==> config.mk <==
export PLATFORM = sky130hd
export DESIGN_NAME = t2ctl_timer2
export DESIGN_NICKNAME = d
export VERILOG_FILES = /design/src/hdl/t2ctl_pkg.sv /design/src/hdl/t2ctl_timer2.sv
export SDC_FILE = /design/constraint.sdc
export NUM_CORES = 1
export LEC_CHECK = 0
export ABC_AREA = 1
export BUFFER_PORTS_ARGS = -buffer_cell sky130_fd_sc_hd__clkbuf_2
export CORE_MARGIN = 4
export CORE_UTILIZATION = 40
export CTS_CLUSTER_SIZE = 12
export DETAILED_ROUTE_END_ITERATION = 7
export GPL_TIMING_DRIVEN = 0
export MAX_ROUTING_LAYER = met4
export PLACE_DENSITY = 0.68
export SLEW_MARGIN = 20
export SYNTH_ARGS = -nofsm -noshare
export SYNTH_HDL_FRONTEND = slang
export SYNTH_SLANG_ARGS = --single-unit
==> constraint.sdc <==
create_clock -name clk_in -period 3.6 [get_ports clk_in]
set_input_delay 0.36 -clock clk_in [delete_from_list [all_inputs] [get_ports clk_in]]
set_output_delay 0.36 -clock clk_in [all_outputs]
set_load 0.01 [all_outputs]
==> src/hdl/t2ctl_pkg.sv <==
// Package for the second general timer and the overflow toggle outputs.
// Assumes a single 125 MHz clock and an SFR-style byte register port.
package t2ctl_pkg;
	localparam int unsigned CLK_HZ = 125000000;
	localparam logic [10:0] TIMER2_CONTROL_OFFSET = 11'h418;
	localparam logic [10:0] TIMER_EXT_STATUS_OFFSET = 11'h411;
	localparam logic [10:0] TIMER2_MODE_OFFSET = 11'h419;
	localparam logic [10:0] RELOAD_LOW_OFFSET = 11'h4ca;
	localparam logic [10:0] RELOAD_HIGH_OFFSET = 11'h4cb;
	localparam logic [10:0] COUNT_LOW_OFFSET = 11'h458;
	localparam logic [10:0] COUNT_HIGH_OFFSET = 11'h459;
	localparam logic [10:0] CAPTURE_LOW_OFFSET = 11'h4cc;
	localparam logic [10:0] CAPTURE_HIGH_OFFSET = 11'h4cd;
	localparam logic [7:0] TIMER2_CONTROL_RESET = 8'h00;
	localparam logic [7:0] TIMER_EXT_STATUS_RESET = 8'h00;
	localparam logic [7:0] TIMER2_MODE_RESET = 8'h00;
	// Control register fields
	localparam int CTL_OVF = 7;
	localparam int CTL_EXF = 6;
	localparam int CTL_UART0_RX_CLOCK_SELECT = 5;
	localparam int CTL_UART0_TX_CLOCK_SELECT = 4;
	localparam int CTL_EXEN = 3;
	localparam int CTL_RUN = 2;
	localparam int CTL_CNT = 1;
	localparam int CTL_CAP = 0;
	// Mode register fields
	localparam int MOD_UART1_RX_CLOCK_SELECT = 5;
	localparam int MOD_UART1_TX_CLOCK_SELECT = 4;
	localparam int MOD_CLKOE = 1;
	localparam int MOD_DOWN_COUNT_ENABLE = 0;
	// Extended status fields
	localparam int STAT_T1OE = 2;
	localparam int STAT_T0OE = 0;
	localparam logic [15:0] COUNT_ALL_ONES = 16'hffff;
	localparam int PRESCALE_DEFAULT = 4;
	typedef enum logic [1:0] {
		T2CTL_MODE_OFF = 2'b00,
		T2CTL_MODE_RELOAD = 2'b01,
		T2CTL_MODE_CAPTURE = 2'b10,
		T2CTL_MODE_BAUD = 2'b11
	} t2ctl_mode_t;
endpackage : t2ctl_pkg

==> src/hdl/t2ctl_timer2.sv <==
// Second general timer with its control register, and the overflow toggle outputs.
// Assumes byte SFR port on clk_in; pins are asynchronous and get synchronised here.
// Overview of operation
// - Sixteen-bit counter counts internal timer clock or external pin events.
// - Counter-select bit picks internal timing or external event counting.
// - Overflow or underflow sets overflow flag outside baud mode and with clock-out off, which may request interrupt.
// - Three modes: auto-reload up/down, capture, baud-rate generation.
// - In baud mode overflow rate clocks either or both UARTs.
// - With trigger enabled, trigger falling edge capture or reload sets external flag.
// - External flag raises timer interrupt like overflow flag, when enabled, except in down-count mode.
// - Two toggle outputs invert on each overflow of timer 0 or 1.
// - Toggle output shares pin with that timer's count input.
// - Per-timer enable picks port latch or toggle signal for pin.
// - Toggle frequency spans oscillator/8 to oscillator/8388608 via prescaler, reload.
// - Capture mode: trigger falling edge copies count bytes into capture registers.
// - Auto-reload mode loads reload registers into counter on overflow.
// - Down counting enabled: count up while trigger high, down while low.
// - Down counting reaching reload value loads all ones, flagged as underflow.
module t2ctl_timer2
	import t2ctl_pkg::*;
#(
	parameter int PRESCALE = PRESCALE_DEFAULT
) (
	input wire logic clk_in,
	input wire logic reset_n_in,
	input wire logic [10:0] sfr_addr_in,
	input wire logic sfr_wr_in,
	input wire logic [7:0] sfr_wdata_in,
	output logic [7:0] sfr_rdata_out,
	input wire logic t2_pin_in,
	input wire logic trigger_input_in,
	input wire logic timer0_overflow_in,
	input wire logic timer1_overflow_in,
	input wire logic timer0_port_latch_in,
	input wire logic timer1_port_latch_in,
	input wire logic timer0_pin_in,
	input wire logic timer1_pin_in,
	output logic timer0_pin_out,
	output logic timer0_pin_oe_out,
	output logic timer1_pin_out,
	output logic timer1_pin_oe_out,
	output logic timer0_count_event_out,
	output logic timer1_count_event_out,
	input wire logic timer2_int_enable_in,
	output logic timer2_irq_out,
	output logic uart0_rx_clock_out,
	output logic uart0_tx_clock_out,
	output logic uart1_rx_clock_out,
	output logic uart1_tx_clock_out
);
	logic [7:0] timer2_control_ff;
	logic [7:0] timer_extended_status_ff;
	logic [7:0] timer2_mode_register_ff;
	logic [15:0] count_ff;
	logic [15:0] reload_ff;
	logic [15:0] capture_ff;
	logic [2:0] t2_sync_ff;
	logic [2:0] trig_sync_ff;
	logic [2:0] t0_sync_ff;
	logic [2:0] t1_sync_ff;
	logic t2_level_ff;
	logic trig_level_ff;
	logic t0_level_ff;
	logic t1_level_ff;
	logic [7:0] prescale_ff;
	logic [1:0] toggle_ff;
	logic ovf_pulse_ff;
	t2ctl_mode_t mode;
	logic tick;
	logic t2_fall;
	logic trig_fall;
	logic trig_high;
	logic step;
	logic up_wrap;
	logic down_hit;
	logic baud_sel;
	logic ovf_event;
	logic ext_event;
	logic [15:0] nxt_count;

	function automatic logic agree(input logic [2:0] s);
		agree = (s[1] == s[2]);
	endfunction : agree

	// Three-stage synchronisers; a level counts once stages two and three agree
	always_ff @(posedge clk_in or negedge reset_n_in) begin
		if (!reset_n_in) begin
			t2_sync_ff <= 3'h0;
			trig_sync_ff <= 3'h0;
			t0_sync_ff <= 3'h0;
			t1_sync_ff <= 3'h0;
			t2_level_ff <= 1'b0;
			trig_level_ff <= 1'b0;
			t0_level_ff <= 1'b0;
			t1_level_ff <= 1'b0;
		end else begin
			t2_sync_ff <= {t2_sync_ff[1:0], t2_pin_in};
			trig_sync_ff <= {trig_sync_ff[1:0], trigger_input_in};
			t0_sync_ff <= {t0_sync_ff[1:0], timer0_pin_in};
			t1_sync_ff <= {t1_sync_ff[1:0], timer1_pin_in};
			if (agree(t2_sync_ff)) t2_level_ff <= t2_sync_ff[2];
			if (agree(trig_sync_ff)) trig_level_ff <= trig_sync_ff[2];
			if (agree(t0_sync_ff)) t0_level_ff <= t0_sync_ff[2];
			if (agree(t1_sync_ff)) t1_level_ff <= t1_sync_ff[2];
		end
	end

	assign t2_fall = agree(t2_sync_ff) && t2_level_ff && !t2_sync_ff[2];
	assign trig_fall = agree(trig_sync_ff) && trig_level_ff && !trig_sync_ff[2];
	assign trig_high = trig_level_ff;
	// Timer 0/1 pins feed their counters only when not used as toggle outputs
	assign timer0_count_event_out = !timer_extended_status_ff[STAT_T0OE]
		&& agree(t0_sync_ff) && t0_level_ff && !t0_sync_ff[2];
	assign timer1_count_event_out = !timer_extended_status_ff[STAT_T1OE]
		&& agree(t1_sync_ff) && t1_level_ff && !t1_sync_ff[2];

	// Internal timer clock prescaler
	always_ff @(posedge clk_in or negedge reset_n_in) begin
		if (!reset_n_in) prescale_ff <= 8'h00;
		else if (tick) prescale_ff <= 8'h00;
		else prescale_ff <= prescale_ff + 8'h01;
	end
	assign tick = (prescale_ff == 8'(PRESCALE - 1));

	assign baud_sel = timer2_control_ff[CTL_UART0_RX_CLOCK_SELECT] | timer2_control_ff[CTL_UART0_TX_CLOCK_SELECT]
		| timer2_mode_register_ff[MOD_UART1_RX_CLOCK_SELECT] | timer2_mode_register_ff[MOD_UART1_TX_CLOCK_SELECT];

	always_comb begin
		if (!timer2_control_ff[CTL_RUN]) mode = T2CTL_MODE_OFF;
		else if (baud_sel) mode = T2CTL_MODE_BAUD;
		else if (timer2_control_ff[CTL_CAP]) mode = T2CTL_MODE_CAPTURE;
		else mode = T2CTL_MODE_RELOAD;
	end

	// Counter-select picks internal ticks or external falling edges
	assign step = (mode != T2CTL_MODE_OFF)
		&& (timer2_control_ff[CTL_CNT] ? t2_fall : tick);
	wire down_mode = (mode == T2CTL_MODE_RELOAD) && timer2_mode_register_ff[MOD_DOWN_COUNT_ENABLE];
	wire count_down = down_mode && !trig_high;
	assign up_wrap = step && !count_down && (count_ff == COUNT_ALL_ONES);
	assign down_hit = step && count_down && (count_ff == reload_ff);
	assign ovf_event = up_wrap || down_hit;
	assign ext_event = timer2_control_ff[CTL_EXEN] && trig_fall && !down_mode
		&& (mode == T2CTL_MODE_CAPTURE || mode == T2CTL_MODE_RELOAD);

	always_comb begin
		nxt_count = count_ff;
		if (down_hit) nxt_count = COUNT_ALL_ONES;
		else if (up_wrap) begin
			if (mode == T2CTL_MODE_CAPTURE) nxt_count = 16'h0000;
			else nxt_count = reload_ff;
		end else if (step) nxt_count = count_down ? count_ff - 16'h0001 : count_ff + 16'h0001;
		if (ext_event && mode == T2CTL_MODE_RELOAD) nxt_count = reload_ff;
	end

	always_ff @(posedge clk_in or negedge reset_n_in) begin
		if (!reset_n_in) count_ff <= 16'h0000;
		else if (sfr_wr_in && sfr_addr_in == COUNT_LOW_OFFSET) count_ff[7:0] <= sfr_wdata_in;
		else if (sfr_wr_in && sfr_addr_in == COUNT_HIGH_OFFSET) count_ff[15:8] <= sfr_wdata_in;
		else count_ff <= nxt_count;
	end

	always_ff @(posedge clk_in or negedge reset_n_in) begin
		if (!reset_n_in) capture_ff <= 16'h0000;
		else if (ext_event && mode == T2CTL_MODE_CAPTURE) capture_ff <= count_ff;
	end

	always_ff @(posedge clk_in or negedge reset_n_in) begin
		if (!reset_n_in) reload_ff <= 16'h0000;
		else if (sfr_wr_in && sfr_addr_in == RELOAD_LOW_OFFSET) reload_ff[7:0] <= sfr_wdata_in;
		else if (sfr_wr_in && sfr_addr_in == RELOAD_HIGH_OFFSET) reload_ff[15:8] <= sfr_wdata_in;
	end

	// Control register; hardware set wins over a same-cycle software clear
	always_ff @(posedge clk_in or negedge reset_n_in) begin
		if (!reset_n_in) timer2_control_ff <= TIMER2_CONTROL_RESET;
		else begin
			if (sfr_wr_in && sfr_addr_in == TIMER2_CONTROL_OFFSET) timer2_control_ff <= sfr_wdata_in;
			if (ovf_event && !baud_sel && !timer2_mode_register_ff[MOD_CLKOE])
				timer2_control_ff[CTL_OVF] <= 1'b1;
			if (ext_event) timer2_control_ff[CTL_EXF] <= 1'b1;
			else if (down_mode && ovf_event)
				timer2_control_ff[CTL_EXF] <= ~timer2_control_ff[CTL_EXF];
		end
	end

	always_ff @(posedge clk_in or negedge reset_n_in) begin
		if (!reset_n_in) timer2_mode_register_ff <= TIMER2_MODE_RESET;
		else if (sfr_wr_in && sfr_addr_in == TIMER2_MODE_OFFSET)
			timer2_mode_register_ff <= sfr_wdata_in & 8'h33;
	end

	always_ff @(posedge clk_in or negedge reset_n_in) begin
		if (!reset_n_in) timer_extended_status_ff <= TIMER_EXT_STATUS_RESET;
		else if (sfr_wr_in && sfr_addr_in == TIMER_EXT_STATUS_OFFSET)
			timer_extended_status_ff <= sfr_wdata_in & 8'h05;
	end

	// External flag in down-count mode is only a 17th bit, not an interrupt source
	assign timer2_irq_out = timer2_int_enable_in && (timer2_control_ff[CTL_OVF]
		|| (timer2_control_ff[CTL_EXF] && !down_mode));

	// Overflow pulse towards the UART clock selects
	always_ff @(posedge clk_in or negedge reset_n_in) begin
		if (!reset_n_in) ovf_pulse_ff <= 1'b0;
		else ovf_pulse_ff <= ovf_event && (mode == T2CTL_MODE_BAUD);
	end
	assign uart0_rx_clock_out = ovf_pulse_ff && timer2_control_ff[CTL_UART0_RX_CLOCK_SELECT];
	assign uart0_tx_clock_out = ovf_pulse_ff && timer2_control_ff[CTL_UART0_TX_CLOCK_SELECT];
	assign uart1_rx_clock_out = ovf_pulse_ff && timer2_mode_register_ff[MOD_UART1_RX_CLOCK_SELECT];
	assign uart1_tx_clock_out = ovf_pulse_ff && timer2_mode_register_ff[MOD_UART1_TX_CLOCK_SELECT];

	// Toggle outputs for timers 0 and 1
	always_ff @(posedge clk_in or negedge reset_n_in) begin
		if (!reset_n_in) toggle_ff <= 2'b00;
		else begin
			if (timer0_overflow_in) toggle_ff[0] <= ~toggle_ff[0];
			if (timer1_overflow_in) toggle_ff[1] <= ~toggle_ff[1];
		end
	end
	// Pin carries latch or toggle; driven only as output when toggle enabled
	assign timer0_pin_out = timer_extended_status_ff[STAT_T0OE] ? toggle_ff[0]
		: timer0_port_latch_in;
	assign timer1_pin_out = timer_extended_status_ff[STAT_T1OE] ? toggle_ff[1]
		: timer1_port_latch_in;
	assign timer0_pin_oe_out = timer_extended_status_ff[STAT_T0OE];
	assign timer1_pin_oe_out = timer_extended_status_ff[STAT_T1OE];

	always_comb begin
		unique case (sfr_addr_in)
			TIMER2_CONTROL_OFFSET: sfr_rdata_out = timer2_control_ff;
			TIMER2_MODE_OFFSET: sfr_rdata_out = timer2_mode_register_ff;
			TIMER_EXT_STATUS_OFFSET: sfr_rdata_out = timer_extended_status_ff;
			COUNT_LOW_OFFSET: sfr_rdata_out = count_ff[7:0];
			COUNT_HIGH_OFFSET: sfr_rdata_out = count_ff[15:8];
			RELOAD_LOW_OFFSET: sfr_rdata_out = reload_ff[7:0];
			RELOAD_HIGH_OFFSET: sfr_rdata_out = reload_ff[15:8];
			CAPTURE_LOW_OFFSET: sfr_rdata_out = capture_ff[7:0];
			CAPTURE_HIGH_OFFSET: sfr_rdata_out = capture_ff[15:8];
			default: sfr_rdata_out = 8'h00;
		endcase
	end
endmodule : t2ctl_timer2

Yosys cells after proc, flatten, opt, wreduce, memory -nomap -nowiden. Index checks and enable logic that the tools add are counted.

Register bits after elaboration: 89. Latch bits: 0. Bits in writable memories: 0. Memory bits (read-only): 0. Output and inout port bits: 19. Memories kept: 0.

$add $sub $neg: 3. Multiply operators: 0. Div/mod/pow operators: 0. $lt $le $gt $ge: 0. Eq/ne operators: 20. Shift-type cells: 0. Muxes and demuxes: 21. Bitwise operators: 8. Reductions and logical operators: 61.

Operators by type and width (count): == test 11 bit (second input constant) (9); two-way mux 16 bit (6); one-hot mux 8 bit (9 select lines) (1); two-way mux 8 bit (5); logical AND 1 bit (39); adder 16 x 1 -> 16 bit (second input constant) (1); == test 16 bit (1); == test 16 bit (second input constant) (1); subtractor 16 x 1 -> 16 bit (second input constant) (1); zero test 1 bit (11); nonzero test 5 bit (2); adder 8 x 1 -> 8 bit (second input constant) (1); == test 8 x 2 -> 1 bit (second input constant) (1); two-way mux 1 bit (6); two-way mux 2 bit (3); AND reduction 2 bit (3); inverter 1 bit (5); == test 1 bit (4); == test 2 bit (second input constant) (2); nonzero test 2 bit (2); logical OR 1 bit (3); bitwise OR 1 bit (3); nonzero test 3 bit (1); == test 2 x 1 -> 1 bit (second input constant) (1); inequality test 2 bit (second input constant) (1).

Logic depth before layout (Yosys ltp). Gate-level depths: netlist (run 1).

Depth after elaboration: 16. Gate-level depth with buffers: 23. Depth with buffers taken out: 22.

Worst setup path before layout (run 1). No wires, ideal clock.

Path kind: register to register. From: register timer2_mode_register_ff[4]. To: register count_ff[14]. Arrival: 2.785 ns. Required time: 3.527 ns. Slack: 0.742 ns. Cell stages (with the launch flop): 24. Buffers on the path: 2. Clock period less this slack: 2.858 ns. Cell sequence: dfrtp_1 -> nor4_1 -> inv_1 -> o21ai_0 -> inv_1 -> ha_1 -> buf_4 -> nand3_4 -> buf_12 -> nand2_1 -> nand2_1 -> inv_1 -> ha_1 -> inv_1 -> nand2_1 -> nand3_1 -> nand2_2 -> nand2_1 -> nand2_1 -> nand2_1 -> nand3_1 -> nand2_1 -> nand2_1 -> a21oi_2.

Longest elaborated chain between the ends: 13. Elaborated cells between the ends (all ways): 28.

Ends and longest elaborated chain: start, declared (line t2ctl_timer2.sv:53) `logic [7:0] timer2_mode_register_ff;`; start signal, assigned (line t2ctl_timer2.sv:190) `timer2_mode_register_ff <= sfr_wdata_in & 8'h33;`; bitwise OR 1 bit (*) (line t2ctl_timer2.sv:126) `| timer2_mode_register_ff[MOD_UART1_RX_CLOCK_SELECT] | timer2_mode_register_ff[MOD_UART1_TX_CLOCK_SELECT];`; two-way mux 2 bit (*) (line t2ctl_timer2.sv:130) `else if (baud_sel) mode = T2CTL_MODE_BAUD;`; two-way mux 2 bit (*) (line t2ctl_timer2.sv:129) `if (!timer2_control_ff[CTL_RUN]) mode = T2CTL_MODE_OFF;`; == test 2 x 1 -> 1 bit (line t2ctl_timer2.sv:138, t2ctl_timer2.sv:144, t2ctl_timer2.sv:153); logical AND 1 bit (line t2ctl_timer2.sv:138) `wire down_mode = (mode == T2CTL_MODE_RELOAD) && timer2_mode_register_ff[MOD_DOWN_COUNT_ENABLE];`; logical AND 1 bit (line t2ctl_timer2.sv:139) `wire count_down = down_mode && !trig_high;`; zero test 1 bit (line t2ctl_timer2.sv:140) `assign up_wrap = step && !count_down && (count_ff == COUNT_ALL_ONES);`; logical AND 1 bit (2 in series) (line t2ctl_timer2.sv:140); two-way mux 16 bit (line t2ctl_timer2.sv:149) `else if (up_wrap) begin`; two-way mux 16 bit (line t2ctl_timer2.sv:148) `if (down_hit) nxt_count = COUNT_ALL_ONES;`; two-way mux 16 bit (line t2ctl_timer2.sv:153) `if (ext_event && mode == T2CTL_MODE_RELOAD) nxt_count = reload_ff;`; two-way mux 8 bit (line t2ctl_timer2.sv:159) `else if (sfr_wr_in && sfr_addr_in == COUNT_HIGH_OFFSET) count_ff[15:8] <= sfr_wdata_in;`; end signal, assigned (line t2ctl_timer2.sv:159); end signal, assigned (line t2ctl_timer2.sv:160) `else count_ff <= nxt_count;`; end, declared (line t2ctl_timer2.sv:54) `logic [15:0] count_ff;`.

Every way passes the cells marked *; elsewhere a longest branch is shown, timed or not. The select of a mux whose other input is x is not followed. A chain may end at the register's enable or synchronous reset.

Final worst setup path (run 1).
From: register timer2_mode_register_ff[4]. To: register count_ff[10].

Same word-level chain as after synthesis.

==> flow_summary.ini, run 1 <==
[run_status]
outcome = complete, no violations

[sta]
rsz0062_at_grt = false
worst_pin_slew_ns = 0.707
slew_headroom = 0.528
clock.fmax_mhz = 307
tns_ns = 0
period_needed_ns = 3.26
hold_viol = 0
skew_ns = 0.00979
slew_viol_final = 0
whs_ns = 0.0518
fin_crit_sh = 0.905
final-setup-viol-count = 0

[layout]
final_layout_size_suffix_gt1_frac = 0.164
postLayoutCoreUtil = 0.463
syn2layout_area_growth_pct = 13.5
n_antenna_cell = 0
final_nets = 912

[drt]
drtAntennaViolNets = 0
first_iter_violations = 693
vias = 5751
vias_per_cell = 5.41
drcViolationCount = 0
wl_per_cell_um = 17.4
wirelength_um = 18500
drt-pass1-iter-count = 5

[pwr]
p_per_area_nw_per_um2 = 329
vdd_ir_drop_max_v = 0.000246
p_leak_nw = 3.29

[floorplanning]
rows = 44
die-area_um2 = 16800
die_width_um = 130
die_h_um = 130
core_um2 = 14500
initial_core_util = 0.407
io_pins = 50

[critical_path]
cp-start-kind = register
rr_startpoint = timer2_mode_register_ff[4]
critical_path_class = register to register
cp-startpoint = timer2_mode_register_ff[4]
worst-endpoint-arrival_ns = 3.54
crit_path_end_kind = register
path_max_fanout = 10
critical_path_required_ns = 3.88

[synth]
synth.top_cell.area_share = 0.376
synth.largest_area_cell = dfrtp_1
synth_edf_count = 0
synth_top_flop_cell = dfrtp_1
synthArstFlopShare = 1.00
yosys-top-cells-count = 215 x nand2_1, 113 x inv_1, 89 x dfrtp_1, 65 x nor2_1, 64 x o21ai_0
synth.area.top_cells = dfrtp_1 38%, nand2_1 14%, inv_1 7.2%, o21ai_0 5.4%, nor2_1 4.1%
synth_fp_nets = 852
yosysMostFrequentCell = nand2_1
synth_area_per_cell_um2 = 7.27
synthCells = 815
ys_ff_latch = 89
syn_area_um2 = 5920
ys_warn_count = 0
yosysUniqueCellTypes = 52
seq_area_frac_synth = 0.376

[hold_path]
hp-class = input port to async pin

[global_routing]
antenna_found_initial = 0
grt.total_usage = 0.231
grt_pass1_vias = 5160
grt-ovfl-total = 0
grt_max_degree = 90
grt_first_pass_wirelength_um = 28600

[clock_tree]
cts-root-buf = clkbuf_16
path_clk_slew_ns = 0.07
clk_latency_ns = 0.36
numCtsBuffers = 9
cts_tree = done
clock_sinks = 89
hold_buffers = 0
cts_max_level = 3
cts.path.max_buffers = 2
cts_setup_buffers = 0

[placement]
hpwl_um = 14200
numPortBuffers = 49
globalplace.congestion = 1.02

[run]
drv_cap = 0
## cell families after synthesis
family,synth area share
adders and majority gates,0.0161
buffers and inverters,0.101
AOI/OAI and AO/OA,0.158
muxes,0.00380
DFF,0.376
and+or+nand+nor,0.307
xor gates and xnor gates,0.0385
## layout by cell type (no fill, tap or decap), drive strengths merged, types with 4 or more instances in the layout
master,synthesis,layout
nand2,240,240
a41oi,8,8
nand3,50,50
ha,6,6
a21oi,35,35
clkbuf,9,67
nor4,4,4
o211ai,5,5
dfrtp,89,89
xnor2,10,10
xor2,16,16
o22ai,11,11
buf,11,11
nor2,78,78
inv,122,126
o21ai,69,69
nand4,14,14
a221oi,6,6
nor3,11,11
## final timing paths
check                      depth (start not counted)  slack (ns)             to
max                                               23        0.34   count_ff[10]
min                                                1        0.05  t0_sync_ff[0]
max reg2reg                                       23        0.34   count_ff[10]
min reg2reg                                        0        0.36  t2_sync_ff[1]
max in group asynchronous                          1        3.06    count_ff[1]
min in group clk_in                                1        0.10  t0_sync_ff[0]
## registers in the layout (all words and copies together) (netlist names)
register and count:
t2_sync_ff 3, timer_extended_status_ff 2, capture_ff 16, trig_sync_ff 3, timer2_control_ff 8, t1_level_ff 1
t0_sync_ff 3, reload_ff 16, trig_high 1, count_ff 16, t2_level_ff 1, prescale_ff 8
t0_level_ff 1, t1_sync_ff 3, timer2_mode_register_ff 4, toggle_ff 2, ovf_pulse_ff 1
## metrics by stage
step | cell area (µm²) | total power [W] | cells | worst slack (ns)
detailed placement | 6410 | 0.00126 | 1048 | 0.197
floorplan | 5920 | 0.00117 | 815 | 0.742
global placement | 6400 | 0.00126 | 1048 | 0.272
global route | 6720 | 0.00229 | 1064 | 0.0511
finish | 6720 | 0.00221 | 1064 | 0.342
CTS | 6710 | 0.00222 | 1064 | 0.175
## repair_timing
| action | in CTS | in global routing |
|---|---|---|
| hold endpoints to repair | 0 | 0 |
| setup endpoints to repair | 0 | 12 |
| resized for setup | 0 | 4 |
## cell type report
cell class / instances / area, µm²
Fill cell: 1507 / 7810
Timing Repair Buffer: 49 / 254
Tap cell: 184 / 230
Inverter: 122 / 460
Clock buffer: 9 / 225
Sequential cell: 89 / 2230
Buffer: 20 / 136
Clock inverter: 7 / 81.3
Multi-Input combinational cell: 584 / 3110
## power breakdown
group	switching (W)	total, W	internal [W]
logic	0.000122	0.000182	0.0000602
clock network	0.000469	0.000965	0.000496
registers	0.0000330	0.00106	0.00103
total	0.000624	0.00221	0.00159
## critical path, cell delays in order, from the launching register on
cell and delay, ns:
dfrtp_1 0.44, nor4_2 0.35, inv_1 0.12, o21ai_2 0.19, inv_1 0.08, ha_1 0.19, buf_4 0.18, nand3_4 0.14
buf_12 0.15, nand2_1 0.07, nand2_1 0.10, inv_1 0.05, ha_1 0.17, inv_1 0.05, nand2_1 0.10, nand3_1 0.11
nand2_2 0.09, nand2_1 0.09, nand2_1 0.05, nand2_1 0.05, nand3_1 0.11, nand2_1 0.11, nand2_1 0.06, a21oi_1 0.12
## metal layers
layer | share of wire | track usage | vias up | routed length, µm
met2 | 0.45 | 0.333 | 248 | 8270
met5 | 0 | - | - | 0
met3 | 0.077 | 0.0371 | 47 | 1430
met1 | 0.43 | 0.316 | 2672 | 8020
met4 | 0.044 | 0.112 | 0 | 809
li1 | - | - | 2784 | -
No activity file was read; power rests on OpenSTA's default activity.
==> run 2: changes to the inputs <==
--- a/config.mk
+++ b/config.mk
@@ -15,3 +15,3 @@
 export MAX_ROUTING_LAYER = met4
-export PLACE_DENSITY = 0.68
+export PLACE_DENSITY_LB_ADDON = 0.08
 export SLEW_MARGIN = 20
--- a/constraint.sdc
+++ b/constraint.sdc
@@ -3,2 +3,2 @@
 set_output_delay 0.36 -clock clk_in [all_outputs]
-set_load 0.01 [all_outputs]
+set_load 0.1 [all_outputs]
==> flow_summary.ini, run 2 (synthesis results as in run 1) <==
[placement]
globalplace.congestion = 0.956
hpwl_um = 15900
numPortBuffers = 49

[drt]
first_iter_violations = 678
drcViolationCount = 0
vias = 5805
drt-pass1-iter-count = 5
wirelength_um = 20400
vias_per_cell = 5.46
drtAntennaViolNets = 0
wl_per_cell_um = 19.1

[clock_tree]
cts-root-buf = clkbuf_16
hold_buffers = 0
clk_latency_ns = 0.36
clock_sinks = 89
cts_tree = done
numCtsBuffers = 9
path_clk_slew_ns = 0.07
cts_max_level = 3
cts.path.max_buffers = 2
cts_setup_buffers = 0

[sta]
rsz0062_at_grt = false
hold_viol = 0
period_needed_ns = 3.27
tns_ns = 0
skew_ns = 0.00753
clock.fmax_mhz = 306
final-setup-viol-count = 0
slew_headroom = 0.514
slew_viol_final = 0
worst_pin_slew_ns = 0.729
fin_crit_sh = 0.907

[critical_path]
path_buf_inv = 4
path_max_fanout = 9
worst-endpoint-arrival_ns = 3.56
path_common_cell = nand2_1
critical_path_class = register to register
crit_chain = nor4_4 -> inv_1 -> o21ai_1 -> ha_1 -> buf_4 -> nand2_4 -> nor2_8 -> nand2_1 -> nand2_1 -> inv_1 -> ha_1 -> inv_1 -> nand2_1 -> nand2_1 -> nand2_2 -> nand3_2 -> nand2_1 -> nand2_1 -> nand3_1 -> nand2_1 -> nand2_1 -> a21oi_2
critical_path_required_ns = 3.89
slowest_stage = dfrtp_1
cp-start-kind = register
slowest_delay_ns = 0.46
cp_top_family = simple AND/OR/NAND/NOR gates
crit_path_end_kind = register

[pwr]
p_leak_nw = 3.29
finalPower_w = 0.00220
vdd_ir_drop_max_v = 0.000262
p_per_area_nw_per_um2 = 327

[layout]
fillerInstances = 1525
mostFrequentLayoutCells = 215 x nand2_1, 113 x inv_1, 89 x dfrtp_1, 65 x nor2_1, 62 x o21ai_0
syn2layout_area_growth_pct = 13.5
final_layout_size_suffix_gt1_frac = 0.166
n_antenna_cell = 0
layout_commonest_cell = nand2_1
final_nets = 912
top_regs = capture_ff (16), count_ff (16), reload_ff (16)

[floorplanning]
die_h_um = 130
rows = 44
io_pins = 50
initial_core_util = 0.407
die-area_um2 = 16800
die_width_um = 130
core_um2 = 14500

[global_routing]
grt_max_degree = 90
grt.total_usage = 0.261
antenna_found_initial = 0
grt_first_pass_wirelength_um = 32300
grt-ovfl-total = 0
grt_pass1_vias = 5626

[run_status]
outcome = complete, no violations

[hold_path]
hp-class = input port to async pin

[run]
drv_cap = 0
==> run 2: changes by cell type in the layout (fill, tap and decap cells not counted), sizes merged <==
cell / change
clkinv: -1
clkinvlp: +1
==> run 2: area by class of cell <==
cell class                      count  area [µm²]  area share
Multi-Input combinational cell    584        3130       0.465
Sequential cell                    89        2230       0.331
Inverter                          122         460      0.0685
Timing Repair Buffer               49         254      0.0378
Tap cell                          184         230      0.0342
Clock buffer                        9         225      0.0335
Buffer                             20         136      0.0203
Clock inverter                      7        61.3     0.00912
==> run 2: repair_timing <==
item                                    CTS  global route
endpoints found under the setup margin    0            10
resized for setup                         0             5
hold endpoints to repair                  0             0
==> run 2: stage by stage <==
step	instance area [µm²]	cells	setup slack, ns	hold slack, ns	util
finish	6720	1064	0.334	0.0491	0.463
global route	6720	1064	0.0209	0.0953	0.463
CTS	6710	1064	0.127	0.0920	0.461
detailed placement	6420	1048	0.147	0.337	0.442
global placement	6410	1048	0.263	0.333	0.441
floorplan	5930	815	0.182	0.0644	-
==> run 2: final timing paths <==
| check | startpoint | to | slack (ns) | cells past startpoint |
|---|---|---|---|---|
| hold / removal | reset_n_in | capture_ff[7] | 0.05 | 1 |
| max in group asynchronous | reset_n_in | count_ff[13] | 3.03 | 1 |
| setup reg to reg | timer2_mode_register_ff[4] | count_ff[12] | 0.33 | 22 |
| setup / recovery | timer2_mode_register_ff[4] | count_ff[12] | 0.33 | 22 |
| hold reg to reg | t2_sync_ff[0] | t2_sync_ff[1] | 0.35 | 0 |
| min in group clk_in | timer0_pin_in | t0_sync_ff[0] | 0.11 | 1 |
==> run 2: report_power, final <==
group / leakage (nW) / switching (W) / total, W / internal [W]
Clock: 0.140 / 0.000439 / 0.000921 / 0.000483
Combinational: 1.96 / 0.000148 / 0.000208 / 0.0000607
Sequential: 1.19 / 0.0000352 / 0.00107 / 0.00103
Total: 3.29 / 0.000622 / 0.00220 / 0.00158
==> run 2: per-layer routing <==
layer	up-vias	routed length [µm]	GRT usage
met5	-	0	-
met4	0	624	0.0892
met3	37	1490	0.0482
met2	220	9060	0.382
met1	2779	9180	0.365
li1	2769	-	-
